## src/hbr_defs.svh

```systemverilog
`ifndef HBR_DEFS_SVH
`define HBR_DEFS_SVH

// ****************************************
// register addresses (word index)
// ****************************************
`define HBR_A_MODE      6'h00
`define HBR_A_AREA_LEN  6'h01
`define HBR_A_TOG_BASE  6'h02
`define HBR_A_P1_BASE   6'h08
`define HBR_A_P2_BASE   6'h10
`define HBR_A_START_BASE 6'h18
`define HBR_A_OSEL_BASE 6'h1C
`define HBR_A_STATUS    6'h24

// ****************************************
// fields, modes and reset values
// ****************************************
`define HBR_CNT_W       4
`define HBR_MODE_NORMAL 2'h0
`define HBR_MODE_MIX    2'h1
`define HBR_MODE_ADV    2'h2
`define HBR_LAST_AREA   3'h5
`define HBR_POS_MAX     13'h1FFF
`define HBR_AREA_LEN_RST 13'h0040

`endif

```

## src/hbr_pkg.sv

```systemverilog
package hbr_pkg;
    typedef enum logic [2:0] {
        HBR_IDLE = 3'b001,
        HBR_PLAY = 3'b010,
        HBR_DONE = 3'b100
    } hbr_st_t;

    typedef struct packed {
        logic [1:0]        mode;
        logic [12:0]       area_len;
        logic [4:0][12:0]  tog;
        logic [5:0][11:0]  p1;
        logic [5:0][11:0]  p2;
        logic [2:0][12:0]  start;
        logic [5:0][2:0]   osel;
        hbr_st_t           st;
        logic [2:0]        area;
        logic [12:0]       lpix;
        logic              hb_d;
        logic [3:0]        rem1;
        logic [3:0]        rem2;
        logic              ph1;
        logic              ph2;
        logic              h1;
        logic              h2;
        logic              tog_hit;
        logic [31:0]       rdata;
    } hbr_state_t;
endpackage

```

## src/hbr_hblank_repeat.sv

```systemverilog
// Implementation choices: strobed register access and the address map.
`timescale 1ns/1ps
`include "hbr_defs.svh"

module hbr_hblank_repeat
    import hbr_pkg::*;
#(
    parameter int N_AREAS = 6,
    parameter int POS_W   = 13
) (
    input  wire logic        mclk,
    input  wire logic        rst,
    input  wire logic [5:0]  addr,
    input  wire logic [31:0] wdata,
    input  wire logic        wr,
    input  wire logic        rd,
    output logic [31:0]      rdata,
    input  wire logic [12:0] pix_cnt,
    input  wire logic        odd_line,
    input  wire logic        horizontal_blanking,
    output logic             horiz_clock_phase_one,
    output logic             horiz_clock_phase_two,
    output logic             even_line_toggle_hit
);

    // ****************************************
    // elaboration checks
    // ****************************************
    if (N_AREAS != 6 || POS_W != 13) begin : g_chk
        $error("hbr_hblank_repeat: only 6 areas of 13-bit positions supported");
    end

    hbr_state_t s_r;
    hbr_state_t s_nxt;

    logic [2:0]  sel;
    logic        sel_ok;
    logic [11:0] c1;
    logic [11:0] c2;
    logic        hb_rise;

    always_comb begin
        s_nxt = s_r;

        // ****************************************
        // register writes
        // ****************************************
        if (wr) begin
            if (addr == `HBR_A_MODE) begin
                s_nxt.mode = wdata[1:0];
            end
            if (addr == `HBR_A_AREA_LEN) begin
                s_nxt.area_len = wdata[12:0];
            end
            for (int i = 0; i < 5; i++) begin
                if (addr == `HBR_A_TOG_BASE + 6'(i)) begin
                    s_nxt.tog[i] = wdata[12:0];
                end
            end
            for (int i = 0; i < 6; i++) begin
                if (addr == `HBR_A_P1_BASE + 6'(i)) begin
                    s_nxt.p1[i] = wdata[11:0];
                end
                if (addr == `HBR_A_P2_BASE + 6'(i)) begin
                    s_nxt.p2[i] = wdata[11:0];
                end
                if (addr == `HBR_A_OSEL_BASE + 6'(i)) begin
                    s_nxt.osel[i] = wdata[2:0];
                end
            end
            for (int i = 0; i < 3; i++) begin
                if (addr == `HBR_A_START_BASE + 6'(i)) begin
                    s_nxt.start[i] = wdata[12:0];
                end
            end
        end

        // ****************************************
        // register reads, data valid one cycle later only
        // ****************************************
        s_nxt.rdata = '0;
        if (rd) begin
            if (addr == `HBR_A_MODE) begin
                s_nxt.rdata = {30'h0, s_r.mode};
            end
            if (addr == `HBR_A_AREA_LEN) begin
                s_nxt.rdata = {19'h0, s_r.area_len};
            end
            if (addr == `HBR_A_STATUS) begin
                s_nxt.rdata = {24'h0, 2'h0, s_r.st == HBR_PLAY, s_r.st == HBR_DONE, 1'b0, s_r.area};
            end
            for (int i = 0; i < 5; i++) begin
                if (addr == `HBR_A_TOG_BASE + 6'(i)) begin
                    s_nxt.rdata = {19'h0, s_r.tog[i]};
                end
            end
            for (int i = 0; i < 6; i++) begin
                if (addr == `HBR_A_P1_BASE + 6'(i)) begin
                    s_nxt.rdata = {20'h0, s_r.p1[i]};
                end
                if (addr == `HBR_A_P2_BASE + 6'(i)) begin
                    s_nxt.rdata = {20'h0, s_r.p2[i]};
                end
                if (addr == `HBR_A_OSEL_BASE + 6'(i)) begin
                    s_nxt.rdata = {29'h0, s_r.osel[i]};
                end
            end
            for (int i = 0; i < 3; i++) begin
                if (addr == `HBR_A_START_BASE + 6'(i)) begin
                    s_nxt.rdata = {19'h0, s_r.start[i]};
                end
            end
        end

        // ****************************************
        // even-line toggle match, modes 0 and 1
        // ****************************************
        s_nxt.tog_hit = 1'b0;
        if ((s_r.mode == `HBR_MODE_NORMAL || s_r.mode == `HBR_MODE_MIX) && !odd_line) begin
            for (int i = 0; i < 5; i++) begin
                if (pix_cnt == s_r.tog[i]) begin
                    s_nxt.tog_hit = 1'b1;
                end
            end
        end

        // ****************************************
        // advanced mode area player
        // ****************************************
        s_nxt.hb_d = horizontal_blanking;
        hb_rise    = horizontal_blanking && !s_r.hb_d;
        // odd lines reorder all areas through osel; out-of-range selector plays nothing
        sel    = odd_line ? s_r.osel[s_r.area] : s_r.area;
        sel_ok = (sel <= `HBR_LAST_AREA);
        c1     = sel_ok ? s_r.p1[sel] : 12'h000;
        c2     = sel_ok ? s_r.p2[sel] : 12'h000;

        // pulse engines: high while ph is 0, one count used per high/low pair
        if (s_r.rem1 != 4'h0) begin
            s_nxt.ph1 = !s_r.ph1;
            if (s_r.ph1) begin
                s_nxt.rem1 = s_r.rem1 - 4'h1;
            end
        end
        if (s_r.rem2 != 4'h0) begin
            s_nxt.ph2 = !s_r.ph2;
            if (s_r.ph2) begin
                s_nxt.rem2 = s_r.rem2 - 4'h1;
            end
        end

        case (s_r.st)
            HBR_IDLE: begin
                if (hb_rise && s_r.mode == `HBR_MODE_ADV) begin
                    s_nxt.st   = HBR_PLAY;
                    s_nxt.area = 3'h0;
                    s_nxt.lpix = 13'h0000;
                end
            end
            HBR_PLAY: begin
                for (int k = 0; k < 3; k++) begin
                    if (s_r.lpix == s_r.start[k]) begin
                        // a zero count loads nothing and so suppresses the group
                        s_nxt.rem1 = c1[k*`HBR_CNT_W +: `HBR_CNT_W];
                        s_nxt.ph1  = 1'b0;
                        s_nxt.rem2 = c2[k*`HBR_CNT_W +: `HBR_CNT_W];
                        s_nxt.ph2  = 1'b0;
                    end
                end
                s_nxt.lpix = s_r.lpix + 13'h0001;
                if (s_r.lpix == s_r.area_len) begin
                    s_nxt.lpix = 13'h0000;
                    if (s_r.area == `HBR_LAST_AREA) begin
                        s_nxt.st = HBR_DONE;
                    end else begin
                        s_nxt.area = s_r.area + 3'h1;
                    end
                end
            end
            HBR_DONE: begin
                s_nxt.st = HBR_DONE;
            end
            default: begin
                s_nxt.st = HBR_IDLE;
            end
        endcase

        // leaving blanking or mode 2 ends everything at once
        if (!horizontal_blanking || s_r.mode != `HBR_MODE_ADV) begin
            s_nxt.st   = HBR_IDLE;
            s_nxt.rem1 = 4'h0;
            s_nxt.rem2 = 4'h0;
            s_nxt.ph1  = 1'b0;
            s_nxt.ph2  = 1'b0;
        end

        s_nxt.h1 = (s_nxt.rem1 != 4'h0) && !s_nxt.ph1;
        s_nxt.h2 = (s_nxt.rem2 != 4'h0) && !s_nxt.ph2;
    end

    always_ff @(posedge mclk) begin
        if (rst) begin
            s_r          <= '0;
            s_r.st       <= HBR_IDLE;
            s_r.area_len <= `HBR_AREA_LEN_RST;
            for (int k = 0; k < 3; k++) begin
                s_r.start[k] <= `HBR_POS_MAX;
            end
            for (int i = 0; i < 6; i++) begin
                s_r.osel[i] <= 3'(i);
            end
        end else begin
            s_r <= s_nxt;
        end
    end

    assign rdata                 = s_r.rdata;
    assign horiz_clock_phase_one = s_r.h1;
    assign horiz_clock_phase_two = s_r.h2;
    assign even_line_toggle_hit  = s_r.tog_hit;

endmodule

```

## config.mk

```make
export PLATFORM = sky130hd
export DESIGN_NAME = hbr_hblank_repeat
export DESIGN_NICKNAME = d
export VERILOG_FILES = /design/src/hbr_pkg.sv /design/src/hbr_hblank_repeat.sv
export VERILOG_INCLUDE_DIRS = /design/src
export SDC_FILE = /design/constraint.sdc
export NUM_CORES = 1
export LEC_CHECK = 0
export BUFFER_PORTS_ARGS = -buffer_cell sky130_fd_sc_hd__buf_4
export CORE_ASPECT_RATIO = 1.4
export CORE_UTILIZATION = 40
export CTS_CLUSTER_SIZE = 14
export DETAILED_ROUTE_END_ITERATION = 6
export HOLD_SLACK_MARGIN = 0.08
export PLACE_DENSITY = 0.59
export SLEW_MARGIN = 20
export SYNTH_ARGS = -nofsm -noshare
export SYNTH_HDL_FRONTEND = slang
export SYNTH_SLANG_ARGS = --single-unit
```

## constraint.sdc

```tcl
create_clock -name mclk -period 5.65 [get_ports mclk]
set_input_delay 0.2825 -clock mclk [delete_from_list [all_inputs] [get_ports mclk]]
set_output_delay 0.2825 -clock mclk [all_outputs]
set_load 0.01 [all_outputs]
```

== Yosys cells after proc, flatten, opt, wreduce, memory -nomap -nowiden ==
Cells that the tools add are included.
Widths: inputs -> output; s select.

* Register bits after elaboration: 346
* Input port bits: 57
* Logic and storage cells: 214

* Add/sub/neg operators: 4
* Magnitude comparators: 3
* Equality and inequality tests: 48
* Mux-type cells: 60
* Bitwise gates (word level): 2
* Reductions and logical operators: 56

{| class="wikitable"
|+ Operators with widths
! cell !! count
|-
| $mux 13 || 28
|-
| $eq 13x13->1 || 9
|-
| $eq 6x5->1 const B || 13
|-
| $bmux 12 s3 || 2
|-
| $reduce_and 2->1 || 29
|-
| $mux 10 || 5
|-
| $mux 12 || 4
|-
| $mux 19 || 2
|-
| $eq 6x4->1 const B || 6
|-
| $pmux 16 s2 || 1
|-
| $reduce_or 30->1 || 1
|-
| $eq 6x3->1 const B || 3
|-
| $eq 6x6->1 const B || 3
|-
| $mux 4 || 4
|-
| $reduce_bool 4->1 || 4
|-
| $add 13x1->13 const B || 1
|-
| $eq 6x2->1 const B || 2
|-
| $mux 3 || 4
|-
| $bmux 3 s3 || 1
|-
| $pmux 3 s3 || 1
|-
| $lt 3x4->1 const B || 2
|-
| $sub 4x1->4 const B || 2
|-
| $logic_not 1->1 || 7
|-
| $mux 1 || 7
|-
| 20 further kinds || 32
|}

== Depth between registers and ports, before layout ==
Gate-level depths: netlist (run 1).

* Word-level depth: 30
* Mapped depth: 13
* Mapped depth without buffers: 10

== Least setup slack after synthesis (run 1) ==
Ideal clock, no wire load.

* Path kind: reg2reg
* Start: reg s_r[59] (netlist bit)
* End: reg s_r, in the netlist horiz_clock_phase_one
* Library setup time: 0.114 ns
* Data arrival time: 2.488 ns
* Data required time: 5.536 ns
* Path slack: 3.048 ns
* Stages on the path, launching flop included: 13
* Buffers on the path: 3
* Period minus slack after synthesis: 2.602 ns
* Cells stage by stage: dfxtp_1 > buf_6 > mux2_4 > a31oi_1 > and2_1 > buf_6 > buf_6 > mux2_4 > a221oi_2 > o32ai_1 > a31oi_1 > o22ai_1 > a21o_1

* Word-level cells in the longest chain between the ends: 13
* Elaborated cells on any way between the ends: 14
* Those cells by class: order compare (1); mux (11); reduce/logical (2)

{| class="wikitable"
|+ RTL lines
! what !! RTL line !! RTL
|-
| start: declaration || hbr_hblank_repeat.sv:33 || <nowiki>hbr_state_t s_r;</nowiki>
|-
| start signal: assignment || hbr_hblank_repeat.sv:213 || <nowiki>s_r <= s_nxt;</nowiki>
|-
| $bmux 3 s3 || hbr_hblank_repeat.sv:133 || <nowiki>sel = odd_line ? s_r.osel[s_r.area] : s_r.area;</nowiki>
|-
| $mux 3 (not written as such) || hbr_hblank_repeat.sv:133 ||
|-
| $mux 3 * || hbr_hblank_repeat.sv:133 ||
|-
| $bmux 12 s3 || hbr_hblank_repeat.sv:135 || <nowiki>c1 = sel_ok ? s_r.p1[sel] : 12'h000;</nowiki>
|-
| $mux 12 (not written as such) || hbr_hblank_repeat.sv:135 ||
|-
| $mux 12 * || hbr_hblank_repeat.sv:135 ||
|-
| $mux 10 (2 in series) || hbr_hblank_repeat.sv:162 || <nowiki>if (s_r.lpix == s_r.start[k]) begin</nowiki>
|-
| $mux 10 * || hbr_hblank_repeat.sv:162 ||
|-
| $mux 10 * || hbr_hblank_repeat.sv:152 || <nowiki>case (s_r.st)</nowiki>
|-
| $mux 10 * || hbr_hblank_repeat.sv:189 || <nowiki>if (!horizontal_blanking || s_r.mode != `HBR_MODE_ADV) begin</nowiki>
|-
| $reduce_bool 4->1 * || hbr_hblank_repeat.sv:197 || <nowiki>s_nxt.h1 = (s_nxt.rem1 != 4'h0) && !s_nxt.ph1;</nowiki>
|-
| $logic_and 1x1->1 * || hbr_hblank_repeat.sv:197 ||
|}

Every way passes the cells marked *; elsewhere a longest branch is shown, timed or not. The select of a mux whose other input is x is not followed.
A chain may end at the register's enable or synchronous reset.

== Worst setup path in the final report (run 1) ==
* Start: reg s_r[59] (netlist bit)
* End: reg s_r, in the netlist horiz_clock_phase_two

* Word-level cells in the longest chain between the ends: 13
* Elaborated cells on any way between the ends: 14
* Those cells by class: order compare (1); mux (11); reduce/logical (2)

{| class="wikitable"
|+ RTL lines
! what !! RTL line !! RTL
|-
| $bmux 3 s3 || hbr_hblank_repeat.sv:133 ||
|-
| $mux 3 (not written as such) || hbr_hblank_repeat.sv:133 ||
|-
| $mux 3 * || hbr_hblank_repeat.sv:133 ||
|-
| $bmux 12 s3 || hbr_hblank_repeat.sv:136 || <nowiki>c2 = sel_ok ? s_r.p2[sel] : 12'h000;</nowiki>
|-
| $mux 12 (not written as such) || hbr_hblank_repeat.sv:136 ||
|-
| $mux 12 * || hbr_hblank_repeat.sv:136 ||
|-
| $mux 10 (2 in series) || hbr_hblank_repeat.sv:162 ||
|-
| $mux 10 * || hbr_hblank_repeat.sv:162 ||
|-
| $mux 10 * || hbr_hblank_repeat.sv:152 ||
|-
| $mux 10 * || hbr_hblank_repeat.sv:189 ||
|-
| $reduce_bool 4->1 * || hbr_hblank_repeat.sv:198 || <nowiki>s_nxt.h2 = (s_nxt.rem2 != 4'h0) && !s_nxt.ph2;</nowiki>
|-
| $logic_and 1x1->1 * || hbr_hblank_repeat.sv:198 ||
|}

Marks and branches as above.

==> run_results.csv, run 1 <==
group,metric,value,unit
run_status,run_status,"finished clean",
clocking,numCtsBuffers,36,
clocking,cts_setup_buffers,0,
power,vdd_drop_max,0.184,mV
clocking,path_clk_slew,60,ps
worst_setup_path,rr_endpoint,"horiz_clock_phase_two$_SDFF_PP0_",
global_routing,antenna_found_initial,0,
routing,drt_iter0_markers,2157,
power,total_power,5.30,mW
synthesis,synth_cell_types,89,
placed_design,place_ws,1830,ps
timing,finalSetupTns,0,ps
global_routing,grt-ovfl-total,0,
clocking,clk_path_buf_depth,3,
job,cap_viol_max_count,0,
timing,finalSetupViolations,0,
placed_design,place_congestion,1.04,
timing,slew_headroom,27.2,%
worst_setup_path,arrival,4370,ps
final_layout,nNetsFinal,2330,
final_layout,area_growth_syn_to_layout,8.32,%
synthesis,yosys.area.top_type,"dfxtp_1",
routing,drt_pass1_iterations,6,
die,core-area,44300,µm²
power,swShare,24.8,%
die,num_io_pins,92,
global_routing,grt_pass1_wl,111,mm
synthesis,async_flop_share,0,%
final_layout,final_area,19600,µm²
synthesis,yosysWarnings,0,
worst_setup_path,endpoint_kind,"register",
die,die-area,46100,µm²
routing,antenna_left,0,
global_routing,grt_max_degree,111,
synthesis,yosys-top-cells-area,"dfxtp_1, nand2_1, a21oi_1",
worst_setup_path,required,6090,ps
clocking,htreeDepth,2,
worst_setup_path,ff2ff_setup_slack,1720,ps
placed_design,port-buffer-count,53,
timing,setup_slack,1720,ps
synthesis,synth_cells,2387,
timing,timing.final.crit_share,69.5,%
final_layout,multi_input_area,10300,µm²
die,die_y,254,µm
timing,fmax,255,MHz
power,p_per_area,271,nW/µm²
die,initial_core_util,40.8,%
hold_path,worst_hold_path_type,"input pin to register",
synthesis,yosysTopAreaCellShare,36.2,%
routing,wl_per_cell,26.3,µm
timing,finalClockSkew,20.0,ps
worst_setup_path,worstReg2RegStart,"s_r[59]$_SDFFE_PP0P_",
hold_path,min_from,"wdata[2]",
die,std_cell_rows,91,
worst_setup_path,worstPathMaxFanout,42,
final_layout,diodes,0,
routing,via_count,18200,
placed_design,placed_cell_area,18300,µm²
routing,vias_per_cell,6.36,
hold_path,hold_end,"s_r[148]$_SDFFE_PP0P_",
power,p_comb_share,6.4,%
power,p_clk_share,49.7,%
final_layout,regArea,6550,µm²
synthesis,synth_ff_type,"dfxtp_1",
routing,totalWireLength,75.1,mm
global_routing,grtUsageTotal,32.3,%
timing,finalCriticalPeriod,3930,ps
worst_setup_path,ff2ff_path_depth,9,
timing,finalHoldViolCount,0,
clocking,cts_hold_buf,3,
timing,rsz0062_at_grt,"false",
clocking,cts-root-buf,"clkbuf_16",
hold_path,holdPathStages,3,
die,die_x,182,µm
synthesis,syn_avg_cell_area,7.58,µm²
synthesis,seq_area_frac_synth,36.2,%
power,net-switching-power,1.31,mW
timing,slew_violations,0,
placed_design,dpl.hpwl,51.8,mm
final_layout,final_util,44.2,%
clocking,clock_sinks,327,
routing,drc_errors,0,
synthesis,synth_edf_count,0,
final_layout,drive_above_1_share,8.37,%
synthesis,synth_common_cells,"nand2_1, dfxtp_1, a21oi_1",
clocking,clk_latency,560,ps
synthesis,syn_area,18100,µm²
worst_setup_path,crit_type,"register to register",
synthesis,yosys.cell_count.top_type,"nand2_1",
timing,tightest_slew,1090,ps
clocking,cts_resized,0,
global_routing,grt_pass1_vias,16900,
final_layout,fillers,4456,
synthesis,ys_ff_latch,327,
worst_setup_path,start_kind,"register",
clocking,cts_tree,"yes",
power,power_frac_seq,44.0,%
power,p_int,3.99,mW
power,leakage,6.88,nW
[worst max-delay path by stage]
stage                          from                               end  slack, ps  cells after the start
2_1_floorplan  s_r[59]$_SDFFE_PP0P_  horiz_clock_phase_one$_SDFF_PP0_       3050                     12
3_3_place_gp   s_r[59]$_SDFFE_PP0P_  horiz_clock_phase_two$_SDFF_PP0_       1870                      9
3_5_place_dp   s_r[59]$_SDFFE_PP0P_  horiz_clock_phase_two$_SDFF_PP0_       1830                      9
4_1_cts        s_r[59]$_SDFFE_PP0P_  horiz_clock_phase_two$_SDFF_PP0_       1800                      9
5_1_grt        s_r[59]$_SDFFE_PP0P_  horiz_clock_phase_two$_SDFF_PP0_       1570                      9
6_report       s_r[59]$_SDFFE_PP0P_  horiz_clock_phase_two$_SDFF_PP0_       1720                      9
[registers in the layout (all words and copies together), names as in the netlist]
| name | flops |
|---|---|
| even_line_toggle_hit | 1 |
| horiz_clock_phase_one | 1 |
| horiz_clock_phase_two | 1 |
| rdata | 13 |
| s_r | 311 |
[critical path, cell delays in order (launching register included)]
cell and delay, ps:
dfxtp_1 710, mux2_4 350, a31oi_1 280, and2_2 930
nand2_2 330, nor2_1 290, a221oi_1 140, nor4b_2 350
a31oi_1 120, a311oi_1 290
[per-layer routing]
layer | part of all wire, % | vias up | track usage, %
met2 | 46 | 915 | 52.6
met3 | 8.1 | 240 | 4.90
met5 | 0 | - | 0
li1 | - | 8162 | -
met1 | 39 | 8838 | 39.3
met4 | 7.6 | 0 | 21.9
[power groups by stage]
stage	combinational [mW]	clock, mW	sequential, mW
final	0.337	2.63	2.33
after global routing	0.351	2.74	2.33
after CTS	0.327	2.65	2.33
after detailed placement	0.324	0	2.38
after global placement	0.322	0	2.38
after floorplan	0.213	0	2.38
[final cells by class]
class | instances | share of cell area (%)
multi-input cells | 1808 | 52.8
flip-flops and latches | 327 | 33.4
clock buffers | 49 | 5.37
well taps | 558 | 3.56
repair buffers | 81 | 3.26
clock inverters | 16 | 1.30
inverters | 14 | 0.268
[cells by family (layout without fill, tap and decap cells)]
kind of cell	count (synthesis)	in the layout	share of synthesized area (%)
simple gates	1010	1010	26.2
compound gates	591	591	20.7
flops	327	327	36.2
buf+inv	270	160	7.06
xor+xnor	123	123	5.96
mux	60	60	3.57
fa+ha+maj	5	5	0.346
other cells	1	19	0.0207
[through the flow]
stage,hold slack (ps),cells
floorplan,361,2405
global placement,456,2785
detailed placement,459,2785
CTS,163,2853
global route,191,2853
finish,183,2853
[layout by cell type, fill, tap and decap left out, types with 12 or more instances in the layout]
master	instances
xor2_1	61
nor4_1	23
nand3b_1	12
o221ai_1	21
buf_4	75
a22oi_1	40
o22ai_1	16
clkbuf_16	37
nand2b_1	12
conb_1	19
o211ai_1	14
mux2i_1	42
a21oi_1	301
nor2_1	86
nor3_1	19
nand4_1	24
and3_1	42
a211o_1	23
dfxtp_1	327
a221oi_1	17
nand3_1	250
inv_1	13
nor2b_1	13
nand2_1	472
o21ai_0	54
xnor2_1	62
mux2_2	13
Power figures use the tool's default switching activity.
==> inputs of run 2 (changes only) <==
--- a/config.mk
+++ b/config.mk
@@ -12,7 +12,7 @@
 export CTS_CLUSTER_SIZE = 14
 export DETAILED_ROUTE_END_ITERATION = 6
 export HOLD_SLACK_MARGIN = 0.08
-export PLACE_DENSITY = 0.59
+export PLACE_DENSITY = 0.61
 export SLEW_MARGIN = 20
 export SYNTH_ARGS = -nofsm -noshare
 export SYNTH_HDL_FRONTEND = slang
==> constraint.sdc (replaced) <==
create_clock -name mclk -period 3.2 [get_ports mclk]
set_input_delay 0.16 -clock mclk [delete_from_list [all_inputs] [get_ports mclk]]
set_output_delay 0.16 -clock mclk [all_outputs]
set_load 0.01 [all_outputs]
==> run 2 against run 1 <==
Compared with the run above: largest cell class unchanged; clock-buffer cell count down 4; worst hold slack lost 78 ps; combinational power increased by 89%; highest routed layer unchanged; global-route usage grew 2.0 points; power increased by 66%; clock power is 53% higher; register-to-register slack got worse by 1500 ps; maximum frequency rose by 30%; clock skew down 8.7 ps; die area is the same; cell count grew 3.9%.
==> run_results.csv, run 2 (same netlist as run 1, synthesis figures left out) <==
group,metric,value,unit
timing,tightest_slew,1060,ps
worst_setup_path,slowest_stage,"dfxtp_1",
global_routing,grt_pass1_vias,17800,
hold_path,hold_end,"s_r[183]$_SDFFE_PP0P_",
job,cap_viol_max_count,0,
worst_setup_path,slowest_delay,380,ps
worst_setup_path,endpoint_kind,"register",
timing,slew_violations,0,
global_routing,grt_pass1_wl,117,mm
routing,wl_per_cell,27.0,µm
clocking,cts_tree,"yes",
worst_setup_path,arrival,3450,ps
die,std_cell_rows,91,
worst_setup_path,rr_endpoint,"horiz_clock_phase_two$_SDFF_PP0_",
final_layout,final_common_cell,"nand2_1",
timing,finalSetupTns,0,ps
die,die_x,182,µm
routing,totalWireLength,80.0,mm
worst_setup_path,start_kind,"register",
timing,finalSetupViolations,0,
hold_path,holdPathStages,3,
worst_setup_path,worstReg2RegStart,"s_r[92]$_SDFFE_PP1P_",
routing,drt_pass1_iterations,7,
die,core-area,44300,µm²
die,num_io_pins,92,
clocking,path_clk_slew,70,ps
final_layout,nNetsFinal,2443,
global_routing,grt-ovfl-total,0,
global_routing,grt_max_degree,121,
placed_design,dpl.hpwl,57.2,mm
placed_design,place_congestion,0.979,
final_layout,largest_register,"s_r",
worst_setup_path,ff2ff_path_depth,11,
final_layout,final_cell_mix,"nand2_1, dfxtp_1, a21oi_1",
clocking,clock_sinks,327,
routing,drt_iter0_markers,2146,
worst_setup_path,crit_type,"register to register",
timing,finalClockSkew,11.3,ps
clocking,htreeDepth,2,
timing,slew_headroom,29.2,%
global_routing,grtUsageTotal,34.3,%
die,die-area,46100,µm²
worst_setup_path,path_buf_inv,2,
power,vdd_drop_max,0.291,mV
worst_setup_path,worstPathMaxFanout,4,
power,leakage,7.36,nW
die,initial_core_util,40.8,%
routing,drc_errors,0,
clocking,clk_path_buf_depth,3,
worst_setup_path,critPathTopFamily,"compound AO/OA/AOI/OAI gates",
timing,rsz0062_at_grt,"false",
placed_design,place_ws,111,ps
routing,antenna_left,0,
timing,finalHoldViolCount,0,
worst_setup_path,ff2ff_setup_slack,180,ps
hold_path,min_from,"wdata[1]",
routing,vias_per_cell,6.29,
final_layout,drive_above_1_share,12.5,%
run_status,run_status,"finished clean",
routing,via_count,18600,
global_routing,antenna_found_initial,0,
timing,fmax,331,MHz
final_layout,largest_reg_flops,311,
placed_design,port-buffer-count,53,
die,die_y,254,µm
hold_path,worst_hold_path_type,"input pin to register",
timing,timing.final.crit_share,94.3,%
worst_setup_path,crit_chain,"xor2_1 -> nor4_1 -> buf_4 -> nand4_1 -> o21ai_1 -> buf_4 -> o21ai_1 -> a31oi_1 -> o211ai_1 -> a221o_1 -> a311oi_1",
final_layout,area_growth_syn_to_layout,12.4,%
clocking,numCtsBuffers,35,
worst_setup_path,required,3630,ps
final_layout,diodes,0,
clocking,cts-root-buf,"clkbuf_16",
clocking,clk_latency,550,ps
timing,setup_slack,181,ps
timing,finalCriticalPeriod,3020,ps
power,p_per_area,432,nW/µm²
run 2: cell count changes in the layout (fill, tap and decap cells not counted), sizes merged:
cell         change
buf            +112
clkinvlp         +2
bufinv           -5
clkinv           +5
dlygate4sd3      +2
clkbuf           -4
run 2: worst max path at each step:
stage / endpoint / slack [ps] / startpoint / cells past startpoint
floorplan: horiz_clock_phase_one$_SDFF_PP0_ / 600 / s_r[59]$_SDFFE_PP0P_ / 12
global placement: horiz_clock_phase_two$_SDFF_PP0_ / 130 / s_r[92]$_SDFFE_PP1P_ / 11
detailed placement: horiz_clock_phase_two$_SDFF_PP0_ / 110 / s_r[92]$_SDFFE_PP1P_ / 11
CTS: horiz_clock_phase_two$_SDFF_PP0_ / 70 / s_r[92]$_SDFFE_PP1P_ / 11
global route: horiz_clock_phase_two$_SDFF_PP0_ / 80 / s_r[56]$_SDFFE_PP0P_ / 9
finish: horiz_clock_phase_two$_SDFF_PP0_ / 180 / s_r[92]$_SDFFE_PP1P_ / 11
run 2: report_power, final:
part / total [mW] / internal [mW] / switching, mW
sequential: 4.11 / 4.09 / 0.0241
clock: 4.03 / 2.19 / 1.84
combinational: 0.637 / 0.171 / 0.467
total: 8.79 / 6.45 / 2.33
run 2: routing by layer:
| metal | GRT usage (%) | up-vias | part of all wire, % | wire length, µm |
|---|---|---|---|---|
| met5 | 0 | - | 0 | 0 |
| met4 | 23.8 | 0 | 7.6 | 6090 |
| met3 | 4.49 | 276 | 7.4 | 5920 |
| met2 | 58.0 | 948 | 47 | 37700 |
| met1 | 40.2 | 9034 | 38 | 30200 |
| li1 | - | 8391 | - | - |
run 2: repair_timing:
action                     in CTS  in global routing
setup endpoints to repair       0                  2
hold buffers                    5                  0
setup buffers                   0                  0
resized for setup               0                  3
hold endpoints to repair       23                  0
run 2: stage by stage:
step                      cells  total power, mW  hold slack (ps)  instance area, µm²  util (%)
after floorplan            2405             4.57              239               18100         -
after global routing       2965             8.99              110               20300      45.9
after detailed placement   2897             4.82              457               19200      43.3
after global placement     2897             4.82              457               19200      43.3
after CTS                  2965             8.80             85.1               20300      45.9
final                      2965             8.79              105               20300      45.9
run 2: layout make-up:
class                      count  area [µm²]
clock inverter                18         140
fill                        4450       24000
sequential                   327        6550
tap                          558         698
inverter                      14        52.6
clock buffer                  45         943
timing repair buffer         195        1600
multi-input combinational   1808       10300
run 2: worst min-delay path: stages:
cell and delay [ps]:
buf_4 240, nand2_1 120, a21oi_1 60
